==> src/api_frame_pkg.sv <==
package api_frame_pkg;
	// Byte values with a fixed meaning on the serial stream.
	localparam logic [7:0]  DELIM_BYTE   = 8'h7E;
	localparam logic [7:0]  ESC_BYTE     = 8'h7D;
	localparam logic [7:0]  XON_BYTE     = 8'h11;
	localparam logic [7:0]  XOFF_BYTE    = 8'h13;
	localparam logic [7:0]  ESC_XOR      = 8'h20;
	localparam logic [7:0]  CSUM_GOOD    = 8'hFF;
	// Values of frame_mode_select; code 3 is unused and acts as transparent.
	localparam logic [1:0]  MODE_TRANSP  = 2'h0;
	localparam logic [1:0]  MODE_FRAMED  = 2'h1;
	localparam logic [1:0]  MODE_ESCAPED = 2'h2;
	// Status frame sent back after a bad frame: type, code, fixed length.
	localparam logic [7:0]  STATUS_TYPE  = 8'h8A;
	localparam logic [7:0]  ST_BAD_CSUM  = 8'h01;
	localparam logic [7:0]  ST_BAD_FRAME = 8'h02;
	localparam logic [15:0] STATUS_LEN   = 16'h0002;

	typedef enum logic [2:0] {
		T_IDLE  = 3'b000,
		T_DELIM = 3'b001,
		T_LEN_H = 3'b010,
		T_LEN_L = 3'b011,
		T_DATA  = 3'b100,
		T_CSUM  = 3'b101
	} tx_state_t;

	typedef enum logic [2:0] {
		R_HUNT  = 3'b000,
		R_LEN_H = 3'b001,
		R_LEN_L = 3'b010,
		R_DATA  = 3'b011,
		R_CSUM  = 3'b100
	} rx_state_t;

	// True for the four byte values that travel escaped.
	function automatic logic needs_esc(input logic [7:0] b);
		needs_esc = (b == DELIM_BYTE) || (b == ESC_BYTE) || (b == XON_BYTE) || (b == XOFF_BYTE);
	endfunction : needs_esc

	// Frame types the host understands; all others are dropped.
	function automatic logic known_type(input logic [7:0] t);
		unique case (t)
			8'h88, 8'h89, 8'h8A, 8'h8B, 8'h8D, 8'h8E, 8'h90,
			8'h91, 8'h92, 8'h95, 8'h97, 8'h98, 8'hAD, 8'hAE: known_type = 1'b1;
			default: known_type = 1'b0;
		endcase
	endfunction : known_type
endpackage : api_frame_pkg

==> src/api_link_if.sv <==
`timescale 1ns/100ps
// Byte stream in each direction, valid/ready, both ends on i_core_clk.
interface api_link_if;
	logic [7:0] h2d_data;
	logic       h2d_valid;
	logic       h2d_ready;
	logic [7:0] d2h_data;
	logic       d2h_valid;
	logic       d2h_ready;

	modport dev_mp (
		input  h2d_data, h2d_valid, d2h_ready,
		output h2d_ready, d2h_data, d2h_valid
	);
	modport host_mp (
		input  d2h_data, d2h_valid, h2d_ready,
		output d2h_ready, h2d_data, h2d_valid
	);
endinterface : api_link_if

==> src/api_frame_dev.sv <==
`timescale 1ns/100ps
module api_frame_dev
	import api_frame_pkg::*;
(
	input  wire logic        i_core_clk,
	input  wire logic        i_arst_n,
	input  wire logic [1:0]  i_frame_mode_select,
	input  wire logic        i_link_is_uart,
	api_link_if.dev_mp       link,
	input  wire logic        i_tx_valid,
	input  wire logic [7:0]  i_tx_data,
	input  wire logic        i_tx_first,
	input  wire logic [15:0] i_tx_len,
	output logic             o_tx_ready,
	output logic             o_rx_valid,
	output logic [7:0]       o_rx_data,
	output logic             o_rx_first,
	output logic             o_rx_good,
	output logic             o_rx_bad
);
	logic [1:0]  mode;
	logic        transp;
	logic        esc_mode;
	tx_state_t   tx_st_q;
	logic        hold_v_q;
	logic [7:0]  hold_b_q;
	logic        hold_first_q;
	logic [15:0] hold_len_q;
	logic        take;
	logic        use_hold;
	logic        out_v_q;
	logic [7:0]  out_b_q;
	logic        esc_pend_q;
	logic [7:0]  esc_b_q;
	logic        stat_q;
	logic [7:0]  code_q;
	logic [15:0] tlen_q;
	logic [15:0] tcnt_q;
	logic [7:0]  tsum_q;
	logic        raw_ok;
	logic [7:0]  raw_b;
	logic        step;
	logic        err_pend_q;
	logic        err_set;
	logic [7:0]  err_code_q;
	rx_state_t   rx_st_q;
	logic        rx_rdy_q;
	logic        rx_take;
	logic [7:0]  rb;
	logic [7:0]  rv;
	logic        resync;
	logic        esc_in_q;
	logic [15:0] rlen_q;
	logic [15:0] rcnt_q;
	logic [7:0]  rsum_q;

	// Escaped selection falls back to plain framing on the synchronous link.
	always_comb begin
		if (i_frame_mode_select == MODE_ESCAPED && !i_link_is_uart) begin
			mode = MODE_FRAMED;
		end else if (i_frame_mode_select == 2'h3) begin
			mode = MODE_TRANSP;
		end else begin
			mode = i_frame_mode_select;
		end
	end
	assign transp   = (mode == MODE_TRANSP);
	assign esc_mode = (mode == MODE_ESCAPED);

	// One-byte holding stage between the user and the encoder.
	assign take = i_tx_valid && o_tx_ready;
	always_ff @(posedge i_core_clk or negedge i_arst_n) begin
		if (!i_arst_n) begin
			hold_v_q     <= 1'b0;
			hold_b_q     <= 8'h00;
			hold_first_q <= 1'b0;
			hold_len_q   <= 16'h0000;
			o_tx_ready   <= 1'b0;
		end else begin
			hold_v_q   <= take || (hold_v_q && !use_hold);
			o_tx_ready <= !(take || (hold_v_q && !use_hold));
			if (take) begin
				hold_b_q     <= i_tx_data;
				hold_first_q <= i_tx_first;
				hold_len_q   <= i_tx_len;
			end
		end
	end

	// Next unescaped byte of the outgoing stream.
	always_comb begin
		raw_ok = 1'b1;
		raw_b  = DELIM_BYTE;
		unique case (tx_st_q)
			T_IDLE: begin
				raw_ok = transp && hold_v_q;
				raw_b  = hold_b_q;
			end
			T_DELIM: raw_b = DELIM_BYTE;
			T_LEN_H: raw_b = tlen_q[15:8];
			T_LEN_L: raw_b = tlen_q[7:0];
			T_DATA: begin
				if (stat_q) begin
					raw_b = (tcnt_q == 16'h0000) ? STATUS_TYPE : code_q;
				end else begin
					raw_ok = hold_v_q;
					raw_b  = hold_b_q;
				end
			end
			T_CSUM: raw_b = CSUM_GOOD - tsum_q;
			default: raw_ok = 1'b0;
		endcase
	end
	assign step     = !out_v_q && !esc_pend_q && raw_ok;
	assign use_hold = (step && ((tx_st_q == T_DATA && !stat_q) || tx_st_q == T_IDLE))
		|| (tx_st_q == T_IDLE && !transp && hold_v_q && !hold_first_q && !err_pend_q);

	// Output slot and escape insertion; the escape marker goes first.
	always_ff @(posedge i_core_clk or negedge i_arst_n) begin
		if (!i_arst_n) begin
			out_v_q    <= 1'b0;
			out_b_q    <= 8'h00;
			esc_pend_q <= 1'b0;
			esc_b_q    <= 8'h00;
		end else if (out_v_q) begin
			out_v_q <= !link.d2h_ready;
		end else if (esc_pend_q) begin
			out_v_q    <= 1'b1;
			out_b_q    <= esc_b_q;
			esc_pend_q <= 1'b0;
		end else if (step) begin
			out_v_q <= 1'b1;
			if (esc_mode && tx_st_q != T_DELIM && needs_esc(raw_b)) begin
				out_b_q    <= ESC_BYTE;
				esc_b_q    <= raw_b ^ ESC_XOR;
				esc_pend_q <= 1'b1;
			end else begin
				out_b_q <= raw_b;
			end
		end
	end
	assign link.d2h_valid = out_v_q;
	assign link.d2h_data  = out_b_q;

	// Encoder sequence; a pending status frame goes ahead of user frames.
	always_ff @(posedge i_core_clk or negedge i_arst_n) begin
		if (!i_arst_n) begin
			tx_st_q <= T_IDLE;
			stat_q  <= 1'b0;
			code_q  <= 8'h00;
			tlen_q  <= 16'h0000;
			tcnt_q  <= 16'h0000;
			tsum_q  <= 8'h00;
		end else if (tx_st_q == T_IDLE) begin
			tcnt_q <= 16'h0000;
			tsum_q <= 8'h00;
			if (!transp && err_pend_q) begin
				stat_q  <= 1'b1;
				code_q  <= err_code_q;
				tlen_q  <= STATUS_LEN;
				tx_st_q <= T_DELIM;
			end else if (!transp && hold_v_q && hold_first_q) begin
				stat_q  <= 1'b0;
				tlen_q  <= hold_len_q;
				tx_st_q <= T_DELIM;
			end
		end else if (step) begin
			unique case (tx_st_q)
				T_DELIM: tx_st_q <= T_LEN_H;
				T_LEN_H: tx_st_q <= T_LEN_L;
				T_LEN_L: tx_st_q <= (tlen_q == 16'h0000) ? T_CSUM : T_DATA;
				T_DATA: begin
					tsum_q <= tsum_q + raw_b;
					tcnt_q <= tcnt_q + 16'h0001;
					if (tcnt_q == tlen_q - 16'h0001) begin
						tx_st_q <= T_CSUM;
					end
				end
				default: tx_st_q <= T_IDLE;
			endcase
		end
	end

	// Error flag toward the encoder; a new error wins over the clear.
	always_ff @(posedge i_core_clk or negedge i_arst_n) begin
		if (!i_arst_n) begin
			err_pend_q <= 1'b0;
			err_code_q <= 8'h00;
		end else if (err_set) begin
			err_pend_q <= 1'b1;
			err_code_q <= (rx_st_q == R_CSUM) ? ST_BAD_CSUM : ST_BAD_FRAME;
		end else if (tx_st_q == T_IDLE && !transp) begin
			err_pend_q <= 1'b0;
		end
	end

	// Receive decode: delimiter hunt, unescape, length, checksum.
	assign rx_take = link.h2d_valid && rx_rdy_q;
	assign rb      = link.h2d_data;
	assign rv      = esc_in_q ? (rb ^ ESC_XOR) : rb;
	assign resync  = (rb == DELIM_BYTE) && !esc_in_q
		&& (esc_mode || rx_st_q == R_HUNT);
	assign err_set = rx_take && !transp && !resync && !(esc_mode && rb == ESC_BYTE && !esc_in_q)
		&& ((rx_st_q == R_CSUM && rsum_q + rv != CSUM_GOOD)
		|| (rx_st_q == R_LEN_L && {rlen_q[15:8], rv} == 16'h0000));
	assign link.h2d_ready = rx_rdy_q;

	always_ff @(posedge i_core_clk or negedge i_arst_n) begin
		if (!i_arst_n) begin
			rx_rdy_q   <= 1'b0;
			rx_st_q    <= R_HUNT;
			esc_in_q   <= 1'b0;
			rlen_q     <= 16'h0000;
			rcnt_q     <= 16'h0000;
			rsum_q     <= 8'h00;
			o_rx_valid <= 1'b0;
			o_rx_data  <= 8'h00;
			o_rx_first <= 1'b0;
			o_rx_good  <= 1'b0;
			o_rx_bad   <= 1'b0;
		end else begin
			rx_rdy_q   <= 1'b1;
			o_rx_valid <= 1'b0;
			o_rx_first <= 1'b0;
			o_rx_good  <= 1'b0;
			o_rx_bad   <= 1'b0;
			if (rx_take && transp) begin
				o_rx_valid <= 1'b1;
				o_rx_data  <= rb;
				rx_st_q    <= R_HUNT;
				esc_in_q   <= 1'b0;
			end else if (rx_take && resync) begin
				rx_st_q  <= R_LEN_H;
				esc_in_q <= 1'b0;
				rsum_q   <= 8'h00;
				rcnt_q   <= 16'h0000;
			end else if (rx_take && esc_mode && rb == ESC_BYTE && !esc_in_q
				&& rx_st_q != R_HUNT) begin
				esc_in_q <= 1'b1;
			end else if (rx_take) begin
				esc_in_q <= 1'b0;
				unique case (rx_st_q)
					R_HUNT: ;
					R_LEN_H: begin
						rlen_q[15:8] <= rv;
						rx_st_q      <= R_LEN_L;
					end
					R_LEN_L: begin
						rlen_q[7:0] <= rv;
						rx_st_q     <= ({rlen_q[15:8], rv} == 16'h0000) ? R_HUNT : R_DATA;
					end
					R_DATA: begin
						o_rx_valid <= 1'b1;
						o_rx_data  <= rv;
						o_rx_first <= (rcnt_q == 16'h0000);
						rsum_q     <= rsum_q + rv;
						rcnt_q     <= rcnt_q + 16'h0001;
						if (rcnt_q == rlen_q - 16'h0001) begin
							rx_st_q <= R_CSUM;
						end
					end
					default: begin
						o_rx_good <= (rsum_q + rv == CSUM_GOOD);
						o_rx_bad  <= (rsum_q + rv != CSUM_GOOD);
						rx_st_q   <= R_HUNT;
					end
				endcase
			end
		end
	end
endmodule : api_frame_dev

==> src/flat_wrapper.sv <==
// flat-port wrapper written by rule: the top's interface ports become plain ports
module api_frame_dev_flat import api_frame_pkg::*;
  (i_core_clk, i_arst_n, i_frame_mode_select, i_link_is_uart, i_tx_valid, i_tx_data, i_tx_first, i_tx_len, o_tx_ready, o_rx_valid, o_rx_data, o_rx_first, o_rx_good, o_rx_bad, link_h2d_data, link_h2d_valid, link_d2h_ready, link_h2d_ready, link_d2h_data, link_d2h_valid);
  api_link_if link_i ();
  input  wire logic i_core_clk;
  input  wire logic i_arst_n;
  input  wire logic [1:0] i_frame_mode_select;
  input  wire logic i_link_is_uart;
  input  wire logic i_tx_valid;
  input  wire logic [7:0] i_tx_data;
  input  wire logic i_tx_first;
  input  wire logic [15:0] i_tx_len;
  output logic o_tx_ready;
  output logic o_rx_valid;
  output logic [7:0] o_rx_data;
  output logic o_rx_first;
  output logic o_rx_good;
  output logic o_rx_bad;
  input wire logic [$bits(link_i.h2d_data)-1:0] link_h2d_data;
  input wire logic [$bits(link_i.h2d_valid)-1:0] link_h2d_valid;
  input wire logic [$bits(link_i.d2h_ready)-1:0] link_d2h_ready;
  output wire logic [$bits(link_i.h2d_ready)-1:0] link_h2d_ready;
  output wire logic [$bits(link_i.d2h_data)-1:0] link_d2h_data;
  output wire logic [$bits(link_i.d2h_valid)-1:0] link_d2h_valid;
  assign link_i.h2d_data = link_h2d_data;
  assign link_i.h2d_valid = link_h2d_valid;
  assign link_i.d2h_ready = link_d2h_ready;
  assign link_h2d_ready = link_i.h2d_ready;
  assign link_d2h_data = link_i.d2h_data;
  assign link_d2h_valid = link_i.d2h_valid;
  api_frame_dev u_core (.i_core_clk(i_core_clk), .i_arst_n(i_arst_n), .i_frame_mode_select(i_frame_mode_select), .i_link_is_uart(i_link_is_uart), .link(link_i), .i_tx_valid(i_tx_valid), .i_tx_data(i_tx_data), .i_tx_first(i_tx_first), .i_tx_len(i_tx_len), .o_tx_ready(o_tx_ready), .o_rx_valid(o_rx_valid), .o_rx_data(o_rx_data), .o_rx_first(o_rx_first), .o_rx_good(o_rx_good), .o_rx_bad(o_rx_bad));
endmodule
==> config.mk <==
export PLATFORM = sky130hd
export DESIGN_NAME = api_frame_dev_flat
export DESIGN_NICKNAME = d
export VERILOG_FILES = /design/src/api_frame_pkg.sv /design/src/api_link_if.sv /design/src/api_frame_dev.sv /design/src/flat_wrapper.sv
export SDC_FILE = /design/constraint.sdc
export NUM_CORES = 1
export LEC_CHECK = 0
export ABC_AREA = 1
export BUFFER_PORTS_ARGS = -buffer_cell sky130_fd_sc_hd__buf_2
export CAP_MARGIN = 5
export CELL_PAD_IN_SITES_DETAIL_PLACEMENT = 1
export CELL_PAD_IN_SITES_GLOBAL_PLACEMENT = 2
export CORE_MARGIN = 5
export CORE_UTILIZATION = 39
export CTS_CLUSTER_DIAMETER = 80
export DETAILED_ROUTE_END_ITERATION = 8
export HOLD_SLACK_MARGIN = 0.02
export PLACE_DENSITY_LB_ADDON = 0.1
export SETUP_SLACK_MARGIN = 0.3
export SYNTH_ARGS = -nofsm -noshare
export SYNTH_HDL_FRONTEND = slang
export SYNTH_SLANG_ARGS = --single-unit
==> constraint.sdc <==
create_clock -name i_core_clk -period 3.82 [get_ports i_core_clk]
set_input_delay 0.191 -clock i_core_clk [delete_from_list [all_inputs] [get_ports i_core_clk]]
set_output_delay 0.191 -clock i_core_clk [all_outputs]
set_load 0.01 [all_outputs]
==> metrics.md, run 1 <==
| Metric | Value |
|---|---|
| Clk network pwr share | 0.254 |
| Die area | 26400 µm² |
| # rows | 55 |
| DIE HEIGHT | 163 µm |
| Tot Pwr | 6740 µW |
| Die width | 163 µm |
| Internal | 3920 µW |
| Met2 usage | 0.383 |
| Power Density | 641 nW/µm² |
| Area leader, netlist | dfrtp_1 |
| Post-CTS Hold Fix Bufs | 18 |
| GRT Overall Usage | 0.215 |
| Clock transition at path regs | 0.06 ns |
| WS Path Type | reg2reg |
| Final core utilization | 0.462 |
| Crit. End Element | register |
| Gr busiest metal | met2 |
| Synth-to-Final Area Change | 15.8% |
| # DRC | 0 |
| Final-stage net count | 1338 |
| Clk_skew | 0.0125 ns |
| First-iteration detailed-routing DRC count | 335 |
| GRT overflow | 0 |
| Critical path arrival | 3.12 ns |
| Htree depth | 4 |
| CP required | 4.16 ns |
| Cell Area, Synth | 9080 µm² |
| Final Hold Fails | 0 |
| Max-slew headroom | 0.267 |
| Sw Ratio | 0.418 |
| Grt met1 use | 0.275 |
| Syn_area_per_cell | 7.63 µm² |
| Post-DR wirelength/cell | 17.3 µm |
| Clock latency on the worst-skew pair | 0.42 ns |
| Slowest stage delay, CP | 0.46 ns |
| Mapped Nets | 1254 |
| Final WL | 27700 µm |
| Antenna violations before repair | 1 |
| Max-capacitance violation count | 0 |
| PortBufs | 63 |
| Psw | 2820 µW |
| Area share of the largest cell type after synthesis | 0.416 |
| Combinational power share | 0.405 |
| Ports | 64 |
| RSZ-0062 raised after global routing | false |
| Setup bufs post-CTS | 0 |
| Outcome | finished, final reports clean |
| M3 GR Usage | 0.0352 |
| Initial Util | 0.399 |
| Setup WS pre-CTS | 1.02 ns |
| Final max-slew violation count | 0 |
| Clock buffer depth | 2 |
| Buf/Inv on CP | 2 |
| FF+latch count, synth | 151 |
| Unique cell type count in the Yosys netlist | 47 |
| Final Wtd Congestion | 0.834 |
| Largest net degree at the start of global routing | 99 |
| CTS tree | yes |
| Max FO, Critical Path | 6 |
| Vias in the first global route | 8730 |
| Worst-Margin Slew | 1.09 ns |
| Mapped Cells | 1190 |
| Count leader, synth | nand2_1 |
| Vias per std cell | 5.08 |
| TritonCTS Sinks | 151 |
| Filler cell count | 2851 |
| Placeable Area | 22800 µm² |
| Post-Layout Cell Count | 1600 |
| Setup slack after layout | 1.04 ns |
| Diode count | 0 |
| Router iterations before antenna repair | 4 |
| Post-route ant nets | 0 |
| FFs w/ async S/R, synth | 1.00 |
| Post-synthesis sequential area ratio | 0.416 |
| Ys Warns | 0 |
| Hold Path Class | in2reg |
| Fmax | 359 MHz |
| Placed insts | 1550 |
| CP delay by family, top | simple AND/OR/NAND/NOR gates |
| Synth top area cells | dfrtp_1 (42%), nand2_1 (12%), nor2_1 (5.9%) |
| Pleak | 0.00526 µW |
| Fin Setup TNS | 0 ns |
| Num CTS Buffers | 17 |
| Layout cells sized above 1 | 0.120 |
| Flop pwr share | 0.341 |
| Slowest cell on the critical path | fa_1 |
| Root Buffer | clkbuf_16 |
| Crit-path cells | inv_1 -> ha_1 -> nand3_1 -> nor2_1 -> nand3_1 -> nand3_2 -> inv_1 -> fa_1 -> o21ai_0 -> nand2_1 -> nand2_1 -> a21oi_1 -> xor2_1 -> o21ai_0 |
| Tcrit/Tclk final | 0.729 |
| Setup violation total in the final timing report | 0 |
| VDD IR-drop max | 0.000297 V |
| Synth cell count leaders | nand2_1 (287), dfrtp_1 (151), nor2_1 (142), inv_1 (127), nand3_1 (97) |
| Vias | 8129 |
| CP startpoint kind | register |
| Top_reg_cell synth | dfrtp_1 |
| CTS-repair resized insts | 0 |
| First-pass GRT wire length | 45700 µm |
| DP Wirelength | 21200 µm |
| Post-synth EDFFs | 0 |
| Final min period | 2.78 ns |
## cells in the final DEF (no fill, tap or decap), types with 17 or more instances in the layout
cell type      Yosys  layout
nand3_1           97      97
nand4_1           23      23
clkbuf_16          0      17
nor3_1            17      17
dfrtp_1          151     151
a21oi_1           42      42
dlygate4sd3_1      0      18
xor2_1            47      47
buf_2              5      62
inv_1            127     127
nand3b_1          17      17
nand2_1          287     287
nor2_1           142     142
mux2_2            25      25
o21ai_0           78      78
ha_1              21      21
## cell families after synthesis
group                    synth area share
other                            0.000413
flip-flops                          0.416
adder cells (fa/ha/maj)            0.0334
AND/OR/NAND/NOR                     0.297
AO/OA/AOI/OAI                      0.0926
multiplexers                       0.0310
buffers and inverters              0.0664
XOR/XNOR                           0.0633
## sequential cells by signal, summed over array words and instances (netlist names), 2 cells and up, named ones only
name	count
u_core.code_q	2
u_core.err_code_q	2
u_core.esc_b_q	8
u_core.hold_b_q	8
u_core.hold_len_q	16
u_core.link.d2h_data	8
u_core.o_rx_data	8
u_core.rcnt_q	16
u_core.rlen_q	16
u_core.rsum_q	8
u_core.rx_st_q	3
u_core.tcnt_q	16
u_core.tlen_q	16
u_core.tsum_q	8
u_core.tx_st_q	2
## routing by layer
metal | wire [µm] | vias up | part of all wire
met5 | 7 | - | 0.00025
met4 | 357 | 2 | 0.013
met3 | 626 | 28 | 0.023
met2 | 13900 | 91 | 0.50
met1 | 12800 | 3961 | 0.46
li1 | - | 4047 | -
## worst paths after layout
kind	startpoint	to	slack, ns	depth (start not counted)
worst max-delay path	u_core.tcnt_q[0]	u_core.tsum_q[6]	1.04	14
worst min-delay path	i_tx_len[3]	u_core.hold_len_q[3]	0.04	2
max in group asynchronous	i_arst_n	u_core.esc_in_q	2.39	3
min in group asynchronous	i_arst_n	u_core.rcnt_q[9]	0.44	2
worst max register to register	u_core.tcnt_q[0]	u_core.tsum_q[6]	1.04	14
worst min register to register	u_core.err_code_q[1]	u_core.err_code_q[1]	0.47	2
## power groups by stage
stage / combinational [µW] / clock, µW / sequential (µW)
final: 2730 / 1710 / 2300
after global routing: 3100 / 1830 / 2340
after CTS: 2780 / 1760 / 2300
after detailed placement: 2730 / 0 / 2320
after global placement: 2670 / 0 / 2320
after floorplan: 1940 / 0 / 2240
## cell type report
type	instances	area, µm²	share of cell area
Multi-Input combinational cell	882	4700	0.447
Sequential cell	151	3780	0.359
Timing Repair Buffer	89	562	0.0534
Inverter	133	499	0.0475
Clock buffer	19	443	0.0421
Tap cell	313	392	0.0372
Clock inverter	13	146	0.0139
## through the flow
step	hold WS (ns)	cell area [µm²]
after floorplan	-0.105	9080
after global placement	0.360	9750
after detailed placement	0.359	9750
after CTS	0.0201	10500
after global routing	0.0228	10500
final	0.0360	10500
No activity file was read; power rests on OpenSTA's default activity.
==> run 2, diff against run 1 <==
- CORE_UTILIZATION: 39 -> 36
- clock period: 3.82 -> 2.6 ns (I/O delays scaled with it)
==> run 2 against run 1 <==
- utilization decreased by 0.39 points
- non-clock buffer count increased by 63
- clock power increased by 41%
- final cell count increased by 5.1%
- sequential power increased by 46%
- worst setup slack got worse by 0.82 ns
- critical path type unchanged
- largest power group unchanged
- highest routed layer is now met4
==> metrics.md, run 2 (synthesis results as in run 1) <==
| Metric | Value |
|---|---|
| Antenna violations before repair | 1 (unchanged) |
| DIE HEIGHT | 169 µm (+3.8%) |
| Clk_skew | 0.0137 ns (+0.00127 ns) |
| Final WL | 29300 µm (+5.7%) |
| RSZ-0062 raised after global routing | true |
| Final Hold Fails | 0 (unchanged) |
| Vias | 8447 (+3.9%) |
| Clock buffer depth | 2 (unchanged) |
| Ports | 64 (unchanged) |
| CP startpoint kind | register |
| Clk network pwr share | 0.219 (-0.035) |
| Placeable Area | 25000 µm² (+9.9%) |
| Critical path arrival | 2.76 ns (-0.36 ns) |
| Root Buffer | clkbuf_16 |
| Post-DR wirelength/cell | 17.4 µm (+0.58%) |
| Crit-path cells | buf_6 -> nor2_4 -> nand2_2 -> nand2_2 -> a21oi_2 -> nand3_4 -> inv_2 -> fa_2 -> o21ai_2 -> nand2_1 -> nand2_1 -> a21oi_2 -> xor2_1 -> o21ai_1 |
| WS Path Type | reg2reg |
| First-iteration detailed-routing DRC count | 447 (+33%) |
| Buf/Inv on CP | 2 (unchanged) |
| Pleak | 0.00564 µW (+7.2%) |
| DP Wirelength | 21800 µm (+3.0%) |
| Max-slew headroom | 0.640 (+0.372) |
| Vias per std cell | 5.02 (-1.2%) |
| Sw Ratio | 0.431 (+0.0127) |
| Num CTS Buffers | 17 (unchanged) |
| DP Area | 10000 µm² (+2.9%) |
| GRT overflow | 0 (unchanged) |
| Die area | 28500 µm² (+7.8%) |
| Clock latency on the worst-skew pair | 0.44 ns (+0.02 ns) |
| # DRC | 0 (unchanged) |
| Slowest cell on the critical path | dfrtp_2 |
| Hold Path Class | in2reg |
| Slowest stage delay, CP | 0.49 ns (+0.03 ns) |
| Largest net degree at the start of global routing | 61 (-38%) |
| Fmax | 419 MHz (+17%) |
| Power Density | 957 nW/µm² (+49%) |
| # rows | 58 (+5.5%) |
| Initial Util | 0.363 (-0.0360) |
| Flop pwr share | 0.306 (-0.035) |
| VDD IR-drop max | 0.000536 V (+81%) |
| Layout cells sized above 1 | 0.215 (+0.0942) |
| First-pass GRT wire length | 47900 µm (+4.6%) |
| Final-stage net count | 1402 (+4.8%) |
| GRT Overall Usage | 0.211 (-0.00432) |
| Final max-slew violation count | 0 (unchanged) |
| Final Wtd Congestion | 0.839 (+0.56%) |
| Crit. End Element | register |
| Fin Setup TNS | 0 ns (unchanged) |
| Worst-Margin Slew | 0.539 ns (-0.553 ns) |
| Outcome | finished, final reports clean |
| CP delay by family, top | simple AND/OR/NAND/NOR gates |
| CP required | 2.97 ns (-1.19 ns) |
| Final min period | 2.39 ns (-0.395 ns) |
| Most frequent cells in the layout | nand2_1 (269), dfrtp_1 (149), nor2_1 (130) |
| Tot Pwr | 11000 µW (+63%) |
| Most common cell after layout, fill and taps aside | nand2_1 |
| Filler cell count | 3053 (+7.1%) |
| Vias in the first global route | 8902 (+2.0%) |
| Psw | 4730 µW (+68%) |
| Synth-to-Final Area Change | 26.3% |
| PortBufs | 63 (unchanged) |
| Post-route ant nets | 0 (unchanged) |
| Combinational power share | 0.475 (+0.070) |
| Max FO, Critical Path | 6 (unchanged) |
| Tcrit/Tclk final | 0.918 (+0.190) |
| Post-route cell area | 11500 µm² (+9.0%) |
| Router iterations before antenna repair | 4 (unchanged) |
| Htree depth | 4 (unchanged) |
| CTS tree | yes |
| Setup violation total in the final timing report | 0 (unchanged) |
| Die width | 169 µm (+3.8%) |
| Internal | 6240 µW (+59%) |
| Max-capacitance violation count | 0 (unchanged) |
| TritonCTS Sinks | 151 (unchanged) |
| Clock transition at path regs | 0.07 ns (about the same) |
-- run 2: changes by cell type in the layout (fill, tap and decap cells not counted), moves of 8 or more --
cell           before  now
nand2_2             4   20
nor2_4              1    9
dlygate4sd3_1      18   28
buf_4               8   54
inv_1             127  117
o21ai_0            78   70
inv_2               5   13
nand3_1            97   88
nor2_1            142  130
nand2_1           287  269
-- run 2: worst reg2reg max path: cells and delay by family, from the launching register on --
kind | cells | cell delay (ns)
and+or+nand+nor | 6 | 0.67
adders and majority gates | 1 | 0.41
DFF | 1 | 0.49
xor gates and xnor gates | 1 | 0.13
AOI/OAI and AO/OA | 4 | 0.41
buffers and inverters | 2 | 0.21
-- run 2: power groups by stage --
stage               Sequential (µW)  Clock (µW)  Combinational, µW
global placement               3360           0               4250
CTS                            3340        2480               4730
floorplan                      3300           0               2870
finish                         3350        2410               5210
global route                   3410        2580               5830
detailed placement             3370           0               4290
-- run 2: cell type report --
cell class | count | area (µm²) | area share
Antenna cell | 1 | 2.50 | 0.000218
Clock buffer | 18 | 439 | 0.0383
Clock inverter | 14 | 115 | 0.0100
Inverter | 133 | 505 | 0.0441
Multi-Input combinational cell | 883 | 5100 | 0.445
Sequential cell | 151 | 3780 | 0.330
Tap cell | 330 | 413 | 0.0360
Timing Repair Buffer | 152 | 1100 | 0.0963
-- run 2: routing by layer --
layer  part of all wire  GRT usage
met5                  0          0
met4              0.017     0.0501
met3              0.019     0.0306
met2               0.51      0.370
met1               0.46      0.274
-- run 2: metrics by stage --
step                      utilization  std cells  setup WS (ns)  hold WS, ns
final                           0.458       1682          0.212       0.0652
after global routing            0.458       1682         0.0528       0.0786
after CTS                       0.443       1666          0.254       0.0444
after detailed placement        0.401       1596         0.0496       0.0751
after global placement          0.401       1596         0.0525       0.0795
after floorplan                     -       1190          0.314       -0.166
-- run 2: worst paths after layout --
path	start	cells after the start	endpoint	slack, ns
setup / recovery	u_core.tx_st_q[1]	14	u_core.tsum_q[6]	0.21
hold / removal	link_h2d_data[4]	3	u_core.o_rx_data[4]	0.07
setup reg to reg	u_core.tx_st_q[1]	14	u_core.tsum_q[6]	0.21
hold reg to reg	u_core.esc_b_q[4]	2	u_core.esc_b_q[4]	0.49
max in group asynchronous	i_arst_n	3	u_core.code_q[0]	1.74
min in group asynchronous	i_arst_n	2	u_core.tcnt_q[11]	0.17
-- run 2: what timing repair did --
action	CTS	global route
hold endpoints to repair	79	0
gates cloned	0	1
pin swaps	8	24
hold buffers	28	0
gates resized for setup	35	74
setup buffers	10	14
setup endpoints to repair	43	80
